===== config.mk =====
export PLATFORM = sky130hd
export DESIGN_NAME = timer8_waveform_mode_control
export DESIGN_NICKNAME = d
export VERILOG_FILES = /design/src/wave_out_unit.v /design/src/timer8_waveform_mode_control.v
export VERILOG_INCLUDE_DIRS = /design/src
export SDC_FILE = /design/constraint.sdc
export NUM_CORES = 1
export LEC_CHECK = 0
export BUFFER_PORTS_ARGS = -buffer_cell sky130_fd_sc_hd__buf_2
export CORE_AREA = 2 2 89 91
export CTS_CLUSTER_SIZE = 40
export DETAILED_ROUTE_END_ITERATION = 10
export DIE_AREA = 0 0 91 93
export HOLD_SLACK_MARGIN = 0.12
export PLACE_DENSITY = 0.67
export RECOVER_POWER = 25
export SKIP_LAST_GASP = 1
export SLEW_MARGIN = 20
export SYNTH_ARGS = -nofsm -noshare
export SYNTH_HDL_FRONTEND = slang
export SYNTH_SLANG_ARGS = --single-unit
export TNS_END_PERCENT = 5

===== constraint.sdc =====
create_clock -name clk_sys -period 5.25 [get_ports clk_sys]
set_input_delay 0.7875 -clock clk_sys [delete_from_list [all_inputs] [get_ports clk_sys]]
set_output_delay 0.7875 -clock clk_sys [all_outputs]
set_load 0.01 [all_outputs]

===== src/timer8_wave_defs.vh =====
// constants for the 8-bit timer waveform mode control block
`ifndef TIMER8_WAVE_DEFS_VH
`define TIMER8_WAVE_DEFS_VH
// ----------------------------------------------------------------------
// register offsets
// ----------------------------------------------------------------------
`define CTRL_A_DATA_OFS 8'h44
`define CTRL_B_DATA_OFS 8'h45
`define IO_SPACE_DELTA 8'h20
`define CTRL_A_RESET 8'h00
`define CTRL_B_RESET 8'h00
// ----------------------------------------------------------------------
// field positions
// ----------------------------------------------------------------------
`define CHAN_A_MODE_HI 7
`define CHAN_A_MODE_LO 6
`define CHAN_B_MODE_HI 5
`define CHAN_B_MODE_LO 4
`define WAVE_LOW_HI 1
`define WAVE_LOW_LO 0
`define WAVE_BIT2_POS 3
`define CTRL_A_MASK 8'hF3
`define CTRL_B_MASK 8'h0F
// ----------------------------------------------------------------------
// counter values and modes
// ----------------------------------------------------------------------
`define CNT_MAX 8'hFF
`define CNT_BOTTOM 8'h00
`define WM_NORMAL 3'h0
`define WM_PC_FF 3'h1
`define WM_CTC 3'h2
`define WM_FAST_FF 3'h3
`define WM_PC_CMP 3'h5
`define WM_FAST_CMP 3'h7
`endif


===== src/wave_out_unit.v =====
// one compare output channel: match actions and pin takeover
`timescale 1ns/10ps
module wave_out_unit
(
    // clock and reset
    input wire clk_sys,
    input wire rst_n,
    // mode
    input wire [1:0] out_mode,
    input wire [2:0] wave_mode,
    input wire is_chan_a,
    // counter events
    input wire match,
    input wire at_top,
    input wire at_bottom,
    input wire counting_up,
    input wire cmp_is_top,
    // pin
    output reg out_level_r,
    output reg out_connect_r
);
`include "timer8_wave_defs.vh"
    wire fast = (wave_mode == `WM_FAST_FF) || (wave_mode == `WM_FAST_CMP);
    wire pc = (wave_mode == `WM_PC_FF) || (wave_mode == `WM_PC_CMP);
    wire pwm = fast || pc;
    // code 01 under pwm: toggle only for channel a with bit2 set
    wire tgl_ok = !pwm || (is_chan_a && wave_mode[2]);
    wire connect = out_mode[1] || (out_mode[0] && tgl_ok);
    // in pwm modes, matches with compare at top are dropped when the high bit is set
    wire skip = pwm && out_mode[1] && cmp_is_top;
    // fast pwm channel b acts at top as printed; channel a at bottom
    wire fast_b_top = fast && !is_chan_a;
    reg nxt;
    // action decode per mode
    always @*
    begin
        nxt = out_level_r;
        if (out_mode == 2'b01)
        begin
            if (match && tgl_ok)
                nxt = ~out_level_r;
        end
        else if (!pwm)
        begin
            if (match && out_mode[1])
                nxt = out_mode[0];
        end
        else if (fast)
        begin
            if (skip)
            begin
                if (fast_b_top ? at_top : at_bottom)
                    nxt = ~out_mode[0];
            end
            else if (at_bottom && out_mode[1])
                nxt = ~out_mode[0];
            else if (match && out_mode[1])
                nxt = out_mode[0];
        end
        else
        begin
            if (skip)
            begin
                // compare at top: the level must equal a down-count match
                if (at_top)
                    nxt = ~out_mode[0];
            end
            else if (match && out_mode[1])
                nxt = counting_up ? out_mode[0] : ~out_mode[0];
        end
    end
    // level and takeover flops
    always @(posedge clk_sys or negedge rst_n)
    begin
        if (!rst_n)
        begin
            out_level_r <= 1'b0;
            out_connect_r <= 1'b0;
        end
        else
        begin
            out_level_r <= nxt;
            out_connect_r <= connect;
        end
    end
endmodule


===== src/timer8_waveform_mode_control.v =====
// 8-bit timer control registers, counter sequence and compare outputs
`timescale 1ns/10ps
module timer8_waveform_mode_control
(
    // clock and reset
    input wire clk_sys,
    input wire rst_n,
    // register port
    input wire [7:0] reg_addr,
    input wire reg_io_space,
    input wire reg_wr,
    input wire [7:0] reg_wdata,
    output reg [7:0] reg_rdata_r,
    // counter side
    input wire timer_tick,
    input wire [7:0] compare_value_a,
    input wire [7:0] compare_value_b,
    output reg [7:0] count_r,
    output reg overflow_flag_r,
    // port pins
    input wire dir_a,
    input wire dir_b,
    input wire port_a_level,
    input wire port_b_level,
    output reg compare_out_a_pin_r,
    output reg compare_out_a_pin_oe_r,
    output reg compare_out_b_pin_r,
    output reg compare_out_b_pin_oe_r
);
`include "timer8_wave_defs.vh"
    // ------------------------------------------------------------------
    // helpers
    // ------------------------------------------------------------------
    // io accesses sit 0x20 below the data-space offset
    function hit;
        input [7:0] addr;
        input io;
        input [7:0] ofs;
        begin
            hit = io ? (addr == ofs - `IO_SPACE_DELTA) : (addr == ofs);
        end
    endfunction
    // ------------------------------------------------------------------
    // control registers
    // ------------------------------------------------------------------
    reg [7:0] waveform_control_a_r;
    reg [7:0] waveform_control_b_r;
    wire sel_a = hit(reg_addr, reg_io_space, `CTRL_A_DATA_OFS);
    wire sel_b = hit(reg_addr, reg_io_space, `CTRL_B_DATA_OFS);
    // only the bits this block owns are stored; the rest read zero
    always @(posedge clk_sys or negedge rst_n)
    begin
        if (!rst_n)
        begin
            waveform_control_a_r <= `CTRL_A_RESET;
            waveform_control_b_r <= `CTRL_B_RESET;
        end
        else if (reg_wr)
        begin
            if (sel_a)
                waveform_control_a_r <= reg_wdata & `CTRL_A_MASK;
            if (sel_b)
                waveform_control_b_r <= reg_wdata & `CTRL_B_MASK;
        end
    end
    // registered read data, zero for unmapped addresses
    always @(posedge clk_sys or negedge rst_n)
    begin
        if (!rst_n)
            reg_rdata_r <= 8'h00;
        else if (sel_a)
            reg_rdata_r <= waveform_control_a_r;
        else if (sel_b)
            reg_rdata_r <= waveform_control_b_r;
        else
            reg_rdata_r <= 8'h00;
    end
    // ------------------------------------------------------------------
    // mode decode
    // ------------------------------------------------------------------
    wire [1:0] chan_a_output_mode =
        waveform_control_a_r[`CHAN_A_MODE_HI:`CHAN_A_MODE_LO];
    wire [1:0] chan_b_output_mode =
        waveform_control_a_r[`CHAN_B_MODE_HI:`CHAN_B_MODE_LO];
    wire [1:0] wave_mode_low_bits =
        waveform_control_a_r[`WAVE_LOW_HI:`WAVE_LOW_LO];
    wire wave_mode_bit2 = waveform_control_b_r[`WAVE_BIT2_POS];
    wire [2:0] wave_mode = {wave_mode_bit2, wave_mode_low_bits};
    wire top_from_a = (wave_mode == `WM_CTC) || (wave_mode == `WM_PC_CMP)
        || (wave_mode == `WM_FAST_CMP);
    wire is_pc = (wave_mode == `WM_PC_FF) || (wave_mode == `WM_PC_CMP);
    wire is_fast = (wave_mode == `WM_FAST_FF) || (wave_mode == `WM_FAST_CMP);
    // ------------------------------------------------------------------
    // double-buffered compare values
    // ------------------------------------------------------------------
    reg [7:0] cmp_a_r;
    reg [7:0] cmp_b_r;
    reg up_r;
    // top follows the buffered value a, so a new period waits for update
    wire [7:0] top_val = top_from_a ? cmp_a_r : `CNT_MAX;
    wire at_top = (count_r == top_val);
    wire at_bottom = (count_r == `CNT_BOTTOM);
    wire pc_turn_top = is_pc && up_r && at_top;
    wire pc_turn_bot = is_pc && !up_r && at_bottom;
    // buffer load moment per mode; reserved modes act as normal mode
    wire buf_load = !(is_pc || is_fast) ? 1'b1
        : is_pc ? (timer_tick && pc_turn_top)
        : (timer_tick && at_top);
    always @(posedge clk_sys or negedge rst_n)
    begin
        if (!rst_n)
        begin
            cmp_a_r <= 8'h00;
            cmp_b_r <= 8'h00;
        end
        else if (buf_load)
        begin
            cmp_a_r <= compare_value_a;
            cmp_b_r <= compare_value_b;
        end
    end
    // ------------------------------------------------------------------
    // counter, direction and overflow flag
    // ------------------------------------------------------------------
    reg [7:0] count_nxt;
    reg up_nxt;
    reg ovf_nxt;
    always @*
    begin
        count_nxt = count_r;
        up_nxt = up_r;
        ovf_nxt = 1'b0;
        if (timer_tick)
        begin
            if (is_pc)
            begin
                // dual slope, turns back on the tick that finds top, with no hold
                if (pc_turn_top)
                begin
                    up_nxt = 1'b0;
                    count_nxt = count_r - 8'h01;
                end
                else if (pc_turn_bot)
                begin
                    up_nxt = 1'b1;
                    count_nxt = count_r + 8'h01;
                    ovf_nxt = 1'b1;
                end
                else
                    count_nxt = up_r ? count_r + 8'h01 : count_r - 8'h01;
            end
            else
            begin
                up_nxt = 1'b1;
                count_nxt = at_top ? `CNT_BOTTOM : count_r + 8'h01;
                if (wave_mode == `WM_FAST_CMP)
                    ovf_nxt = at_top;
                else
                    ovf_nxt = (count_r == `CNT_MAX);
            end
        end
    end
    always @(posedge clk_sys or negedge rst_n)
    begin
        if (!rst_n)
        begin
            count_r <= 8'h00;
            up_r <= 1'b1;
            overflow_flag_r <= 1'b0;
        end
        else
        begin
            count_r <= count_nxt;
            up_r <= up_nxt;
            overflow_flag_r <= ovf_nxt; // one-cycle overflow event
        end
    end
    // ------------------------------------------------------------------
    // compare output channels
    // ------------------------------------------------------------------
    wire lvl_a;
    wire con_a;
    wire lvl_b;
    wire con_b;
    wave_out_unit chan_a
    (
        .clk_sys(clk_sys),
        .rst_n(rst_n),
        .out_mode(chan_a_output_mode),
        .wave_mode(wave_mode),
        .is_chan_a(1'b1),
        .match(timer_tick && count_r == cmp_a_r),
        .at_top(timer_tick && at_top),
        .at_bottom(timer_tick && at_bottom),
        .counting_up(up_r),
        .cmp_is_top(cmp_a_r == top_val),
        .out_level_r(lvl_a),
        .out_connect_r(con_a)
    );
    wave_out_unit chan_b
    (
        .clk_sys(clk_sys),
        .rst_n(rst_n),
        .out_mode(chan_b_output_mode),
        .wave_mode(wave_mode),
        .is_chan_a(1'b0),
        .match(timer_tick && count_r == cmp_b_r),
        .at_top(timer_tick && at_top),
        .at_bottom(timer_tick && at_bottom),
        .counting_up(up_r),
        .cmp_is_top(cmp_b_r == top_val),
        .out_level_r(lvl_b),
        .out_connect_r(con_b)
    );
    // pin mux: compare output takes over, driven only as output
    always @(posedge clk_sys or negedge rst_n)
    begin
        if (!rst_n)
        begin
            compare_out_a_pin_r <= 1'b0;
            compare_out_a_pin_oe_r <= 1'b0;
            compare_out_b_pin_r <= 1'b0;
            compare_out_b_pin_oe_r <= 1'b0;
        end
        else
        begin
            compare_out_a_pin_r <= con_a ? lvl_a : port_a_level;
            compare_out_a_pin_oe_r <= dir_a;
            compare_out_b_pin_r <= con_b ? lvl_b : port_b_level;
            compare_out_b_pin_oe_r <= dir_b;
        end
    end
endmodule


==> impl_metrics.yaml, run 1 <==
sta:
  fmax_mhz: 278
  fin_crit_sh_pct: 68.5
  worst_pin_slew_ns: 2.77
  tns_ns: 0
  finalHoldViolCount: 0
  slew_violations: 53
  period_needed_ns: 3.60
  finClkSkew_ns: 0.0133
  rsz0062_at_grt: "false"
  setup_viol: 0
  maxSlewHeadroom_pct: -84.9
cts:
  clk_latency_ns: 0.32
  cts.repair.resized: 0
  root_buffer: "clkbuf_8"
  post-cts-setup-buffer-count: 0
  cts_buffer_depth: 2
  path_clk_slew_ns: 0.11
  cts_tree: "built"
  cts_sinks: 52
  cts_buffers: 5
  h-tree-depth: 2
  ctsHoldBuffers: 0
route:
  drt_iter0_markers: 245
  post_drt_wl_per_cell_um: 16.4
  vias: 2949
  ant_nets: 0
  dr.pass1.iters: 5
  wl_um: 8300
  drcViolationCount: 0
  viasPerCell: 5.82
synth:
  ys_dominant_reg_cell: "dfrtp_1"
  synth_nets: 402
  synthDistinctLibCells: 66
  yosysWarnings: 0
  yosysSeqAreaShare_pct: 38.5
  ys_seq_elements: 52
  avgSynthCellArea_um2: 9.43
  netlist_instances: 359
  async_flop_share_pct: 100
  synth-edff-count: 0
  synth_area_um2: 3390
finish:
  postLayoutCoreUtil_pct: 50.5
  multi_input_area_um2: 1920
  final_nets: 447
  regArea_um2: 1300
  fill_cells: 723
  drive_gt1_share_pct: 28.6
  n_antenna_cell: 0
  area_growth_pct: 12.4
die:
  die_w_um: 91
  die_h_um: 93
  coreArea_um2: 7530
  core.rowCount: 32
  ios: 62
  die_area_um2: 8460
  start_util_pct: 45.0
run_status:
  outcome: "finished with violations"
  violations: "max-capacitance violations, max-slew violations"
placed_design:
  hpwl_um: 5920
  place_congestion: 0.839
  portBuffers: 61
job:
  max_cap_viol_count: 1
critical_path:
  worst_setup_path_end_kind: "flop"
  arrival_ns: 3.81
  path_class: "reg -> reg"
  critical_path_peak_fanout: 16
  startpoint_type: "flop"
  cp.required_ns: 5.46
global_route:
  grt_max_degree: 53
  antenna_found_initial: 0
  grt_use_total_pct: 20.6
  grt_remaining_overflow: 0
  grt_first_pass_wirelength_um: 14100
  grt_pass1_vias: 2854
power:
  peakVddDrop_mv: 0.125
  total_power_mw: 1.23
  power_density_nw_per_um2: 322
  leakagePower_nw: 1.68
hold_path:
  hold_class: "reg -> reg"
[cell usage in the layout (no fill, tap or decap), types with 4 or more instances in the layout]
cell,n
mux2i_1,7
o21ai_0,16
xor2_1,12
nor2_1,22
o211ai_1,6
nand3_1,14
nand4_1,9
mux2_4,10
nor4_1,4
clkbuf_8,5
inv_1,13
nand2b_1,8
o22ai_1,6
nand2_1,32
nor3_1,10
buf_2,61
mux2_2,20
xnor2_1,5
dfrtp_1,51
a21oi_1,15
and2_1,5
a31oi_1,6
or2_2,4
[cells in the mapped netlist, drive strengths merged, types with 4 or more instances]
library cell	count	share of area [%]
dfrtp	51	38
nand2	33	3.7
mux2	30	11
nor2	23	2.8
o21ai	17	2.8
a21oi	16	2.5
clkbuf	15	1.7
nand3	14	2.1
inv	13	1.4
xor2	12	3.1
nor3	11	1.8
buf	9	1.7
nand4	9	1.7
nand2b	8	1.5
mux2i	7	2.1
a31oi	6	1.1
o211ai	6	1.3
o22ai	6	1.1
or2	6	1.1
and2	5	0.92
xnor2	5	1.3
nor4	4	0.74
[worst max-delay path, cell delays in order (launching register included)]
cell,delay [ns]
dfrtp_1,0.57
or3b_1,0.61
a21oi_1,0.28
o22ai_1,0.11
or3_4,0.46
nor3_2,0.30
nand2_2,0.13
o21ai_4,0.60
mux2_2,0.40
[registers in the layout (all words and copies together), names as in the netlist]
register,cells
count_r,8
chan_a.out_level_r,1
chan_a.out_connect_r,1
chan_b.out_connect_r,1
compare_out_b_pin_oe_r,1
overflow_flag_r,1
cmp_b_r,8
waveform_control_a_r,6
compare_out_a_pin_r,1
reg_rdata_r,8
up_r,1
chan_b.out_level_r,1
compare_out_a_pin_oe_r,1
compare_out_b_pin_r,1
waveform_control_b_r,4
cmp_a_r,8
[path summary, 6_finish.rpt]
path	start	endpoint	slack, ns	cells past startpoint
worst min-delay path	waveform_control_b_r[2]	reg_rdata_r[2]	0.50	2
worst max-delay path	waveform_control_a_r[0]	cmp_b_r[4]	1.65	8
max in group asynchronous	rst_n	cmp_a_r[3]	2.24	2
min in group asynchronous	rst_n	count_r[0]	1.42	2
worst min register to register	waveform_control_b_r[2]	reg_rdata_r[2]	0.50	2
worst max register to register	waveform_control_a_r[0]	cmp_b_r[4]	1.65	8
[metal layers]
| metal | track usage [%] | part of all wire, % | vias to the layer above |
|---|---|---|---|
| met4 | 6.19 | 1.4 | 0 |
| met3 | 3.06 | 5.5 | 14 |
| met2 | 34.4 | 48 | 85 |
| li1 | - | - | 1401 |
| met1 | 27.9 | 45 | 1449 |
| met5 | 0 | 0 | - |
[logic make-up after synthesis]
family / count (synthesis) / synth area share (%)
buffers and inverters: 37 / 4.84
AO/OA/AOI/OAI: 87 / 18.9
AND/OR/NAND/NOR: 127 / 19.5
adder cells (fa/ha/maj): 2 / 0.739
flip-flops: 52 / 38.5
multiplexers: 37 / 13.2
XOR/XNOR: 17 / 4.40
[layout make-up]
cell class / instances / area share, %
clock buffers: 5 / 1.81
clock inverters: 3 / 0.756
inverters: 13 / 1.28
multi-input cells: 270 / 50.4
flip-flops and latches: 52 / 34.2
well taps: 102 / 3.35
repair buffers: 62 / 8.12
[power breakdown]
part           switching [mW]  internal [mW]
clock                   0.157          0.101
combinational           0.208          0.196
sequential              0.119          0.444
total                   0.484          0.741
[per-stage QoR]
stage,instances,hold WS [ns],cell area (µm²),worst slack [ns]
after floorplan,359,0.467,3390,2.48
after global placement,499,0.482,3710,1.89
after detailed placement,499,0.488,3710,1.71
after CTS,507,0.504,3810,1.68
after global routing,507,0.520,3800,1.43
final,507,0.497,3800,1.65
(Power assumes the default switching activity.)
==> run 2: changes to the inputs <==
Clock period 5.25 ns to 3.7 ns, I/O delays scaled along.
==> run 2 against run 1 <==
  * The flow still finishes with violations (max-capacitance violations, max-slew violations)
  * Highest routed layer unchanged
  * Sequential share of layout area is 0.55 points lower
  * Final cell count is 1.6% higher
  * Non-clock buffer count is 8 higher
==> impl_metrics.yaml, run 2 (synthesis gave the netlist of run 1 again) <==
route:
  post_drt_wl_per_cell_um: 16.4
  dr.pass1.iters: 6
  drcViolationCount: 0
  vias: 2999
  viasPerCell: 5.82
  wl_um: 8450
  drt_iter0_markers: 162
  ant_nets: 0
sta:
  period_needed_ns: 3.19
  tns_ns: 0
  fin_crit_sh_pct: 86.2
  slew_violations: 50
  finalHoldViolCount: 0
  setup_viol: 0
  finClkSkew_ns: 0.00871
  worst_pin_slew_ns: 2.57
  fmax_mhz: 314
  maxSlewHeadroom_pct: -71.6
  rsz0062_at_grt: "false"
placed_design:
  dpl_cell_area_um2: 3770
  portBuffers: 61
  hpwl_um: 6100
  place_congestion: 0.845
  dp_cells: 507
finish:
  layoutNonFillerInstCount: 515
  layout_commonest_cell: "buf_2"
  final_nets: 455
  fill_cells: 752
  n_antenna_cell: 0
  fin_area_um2: 3870
  final_cell_mix: "60 x buf_2, 51 x dfrtp_1, 32 x nand2_1"
  area_growth_pct: 14.2
  drive_gt1_share_pct: 30.0
critical_path:
  startpoint_type: "flop"
  worst_setup_path_end_kind: "flop"
  path_class: "reg -> reg"
  cpMaxStageDelayCell: "or3b_1"
  worstPathCellList: "or3b_1 > a21oi_1 > o22ai_1 > or3_4 > nor3_2 > nand2_2 > o21ai_4 > buf_4 > mux2_2"
  critPathTopFamily: "simple AND/OR/NAND/NOR gates"
  critPathBufInv: 1
  critical_path_peak_fanout: 16
  critical_path.max_stage_delay_ns: 0.55
  cp.depth: 9
  reg2regPathDepth: 9
  cp.required_ns: 3.91
  arrival_ns: 3.40
cts:
  cts_tree: "built"
  path_clk_slew_ns: 0.11
  clk_latency_ns: 0.32
  cts_sinks: 52
  cts.repair.resized: 0
  cts_buffer_depth: 2
  ctsHoldBuffers: 0
  post-cts-setup-buffer-count: 0
  cts_buffers: 5
  root_buffer: "clkbuf_8"
  h-tree-depth: 2
hold_path:
  hold_depth: 1
  hold_class: "in -> reg"
global_route:
  grt_max_degree: 50
  grt_remaining_overflow: 0
  grt_pass1_vias: 2855
  grt_first_pass_wirelength_um: 13900
  antenna_found_initial: 0
  grt_use_total_pct: 20.5
die:
  die_h_um: 93
  die_w_um: 91
  start_util_pct: 45.0
  core.rowCount: 32
  die_area_um2: 8460
  coreArea_um2: 7530
  ios: 62
run_status:
  outcome: "finished with violations"
  violations: "max-capacitance violations, max-slew violations"
job:
  max_cap_viol_count: 1
power:
  peakVddDrop_mv: 0.156
  power_density_nw_per_um2: 455
  leakagePower_nw: 1.72
## run 2: stage by stage
stage | total power, mW | utilization (%) | hold WS (ns) | setup slack, ns
floorplan | 1.20 | - | 0.259 | 0.925
global placement | 1.37 | 50.1 | 0.478 | 0.691
detailed placement | 1.40 | 50.1 | 0.488 | 0.565
CTS | 1.77 | 51.4 | 0.322 | 0.538
global route | 1.87 | 51.4 | 0.309 | 0.358
finish | 1.76 | 51.4 | 0.332 | 0.512
## run 2: power by group
part / internal, mW / total (mW) / switching, mW / leakage, nW
registers: 0.630 / 0.771 / 0.142 / 0.643
logic: 0.294 / 0.626 / 0.332 / 1.03
clock network: 0.143 / 0.361 / 0.218 / 0.0511
total: 1.07 / 1.76 / 0.691 / 1.72
## run 2: layout make-up
type                       count  area (µm²)  share of cell area, %
multi-input combinational    270        1920                   49.6
sequential                    52        1300                   33.7
timing repair buffer          70         372                   9.61
tap                          102         128                   3.30
clock buffer                   5        68.8                   1.78
inverter                      13        48.8                   1.26
clock inverter                 3        28.8                  0.744
## run 2: final timing paths
kind | startpoint | endpoint | slack (ns)
worst max-delay path | waveform_control_b_r[3] | cmp_b_r[4] | 0.51
worst min-delay path | dir_a | compare_out_a_pin_oe_r | 0.33
worst max register to register | waveform_control_b_r[3] | cmp_b_r[4] | 0.51
worst min register to register | waveform_control_b_r[2] | reg_rdata_r[2] | 0.50
max in group asynchronous | rst_n | count_r[5] | 1.22
min in group asynchronous | rst_n | count_r[0] | 1.01
## run 2: per-layer routing
metal  wire (µm)  up-vias  GRT usage (%)  part of all wire, %
met1        3720     1455           27.6                   44
li1            -     1418              -                    -
met3         503       12           3.22                  6.0
met4         120        0           6.57                  1.4
met2        4100      114           34.2                   49
met5           0        -              0                    0
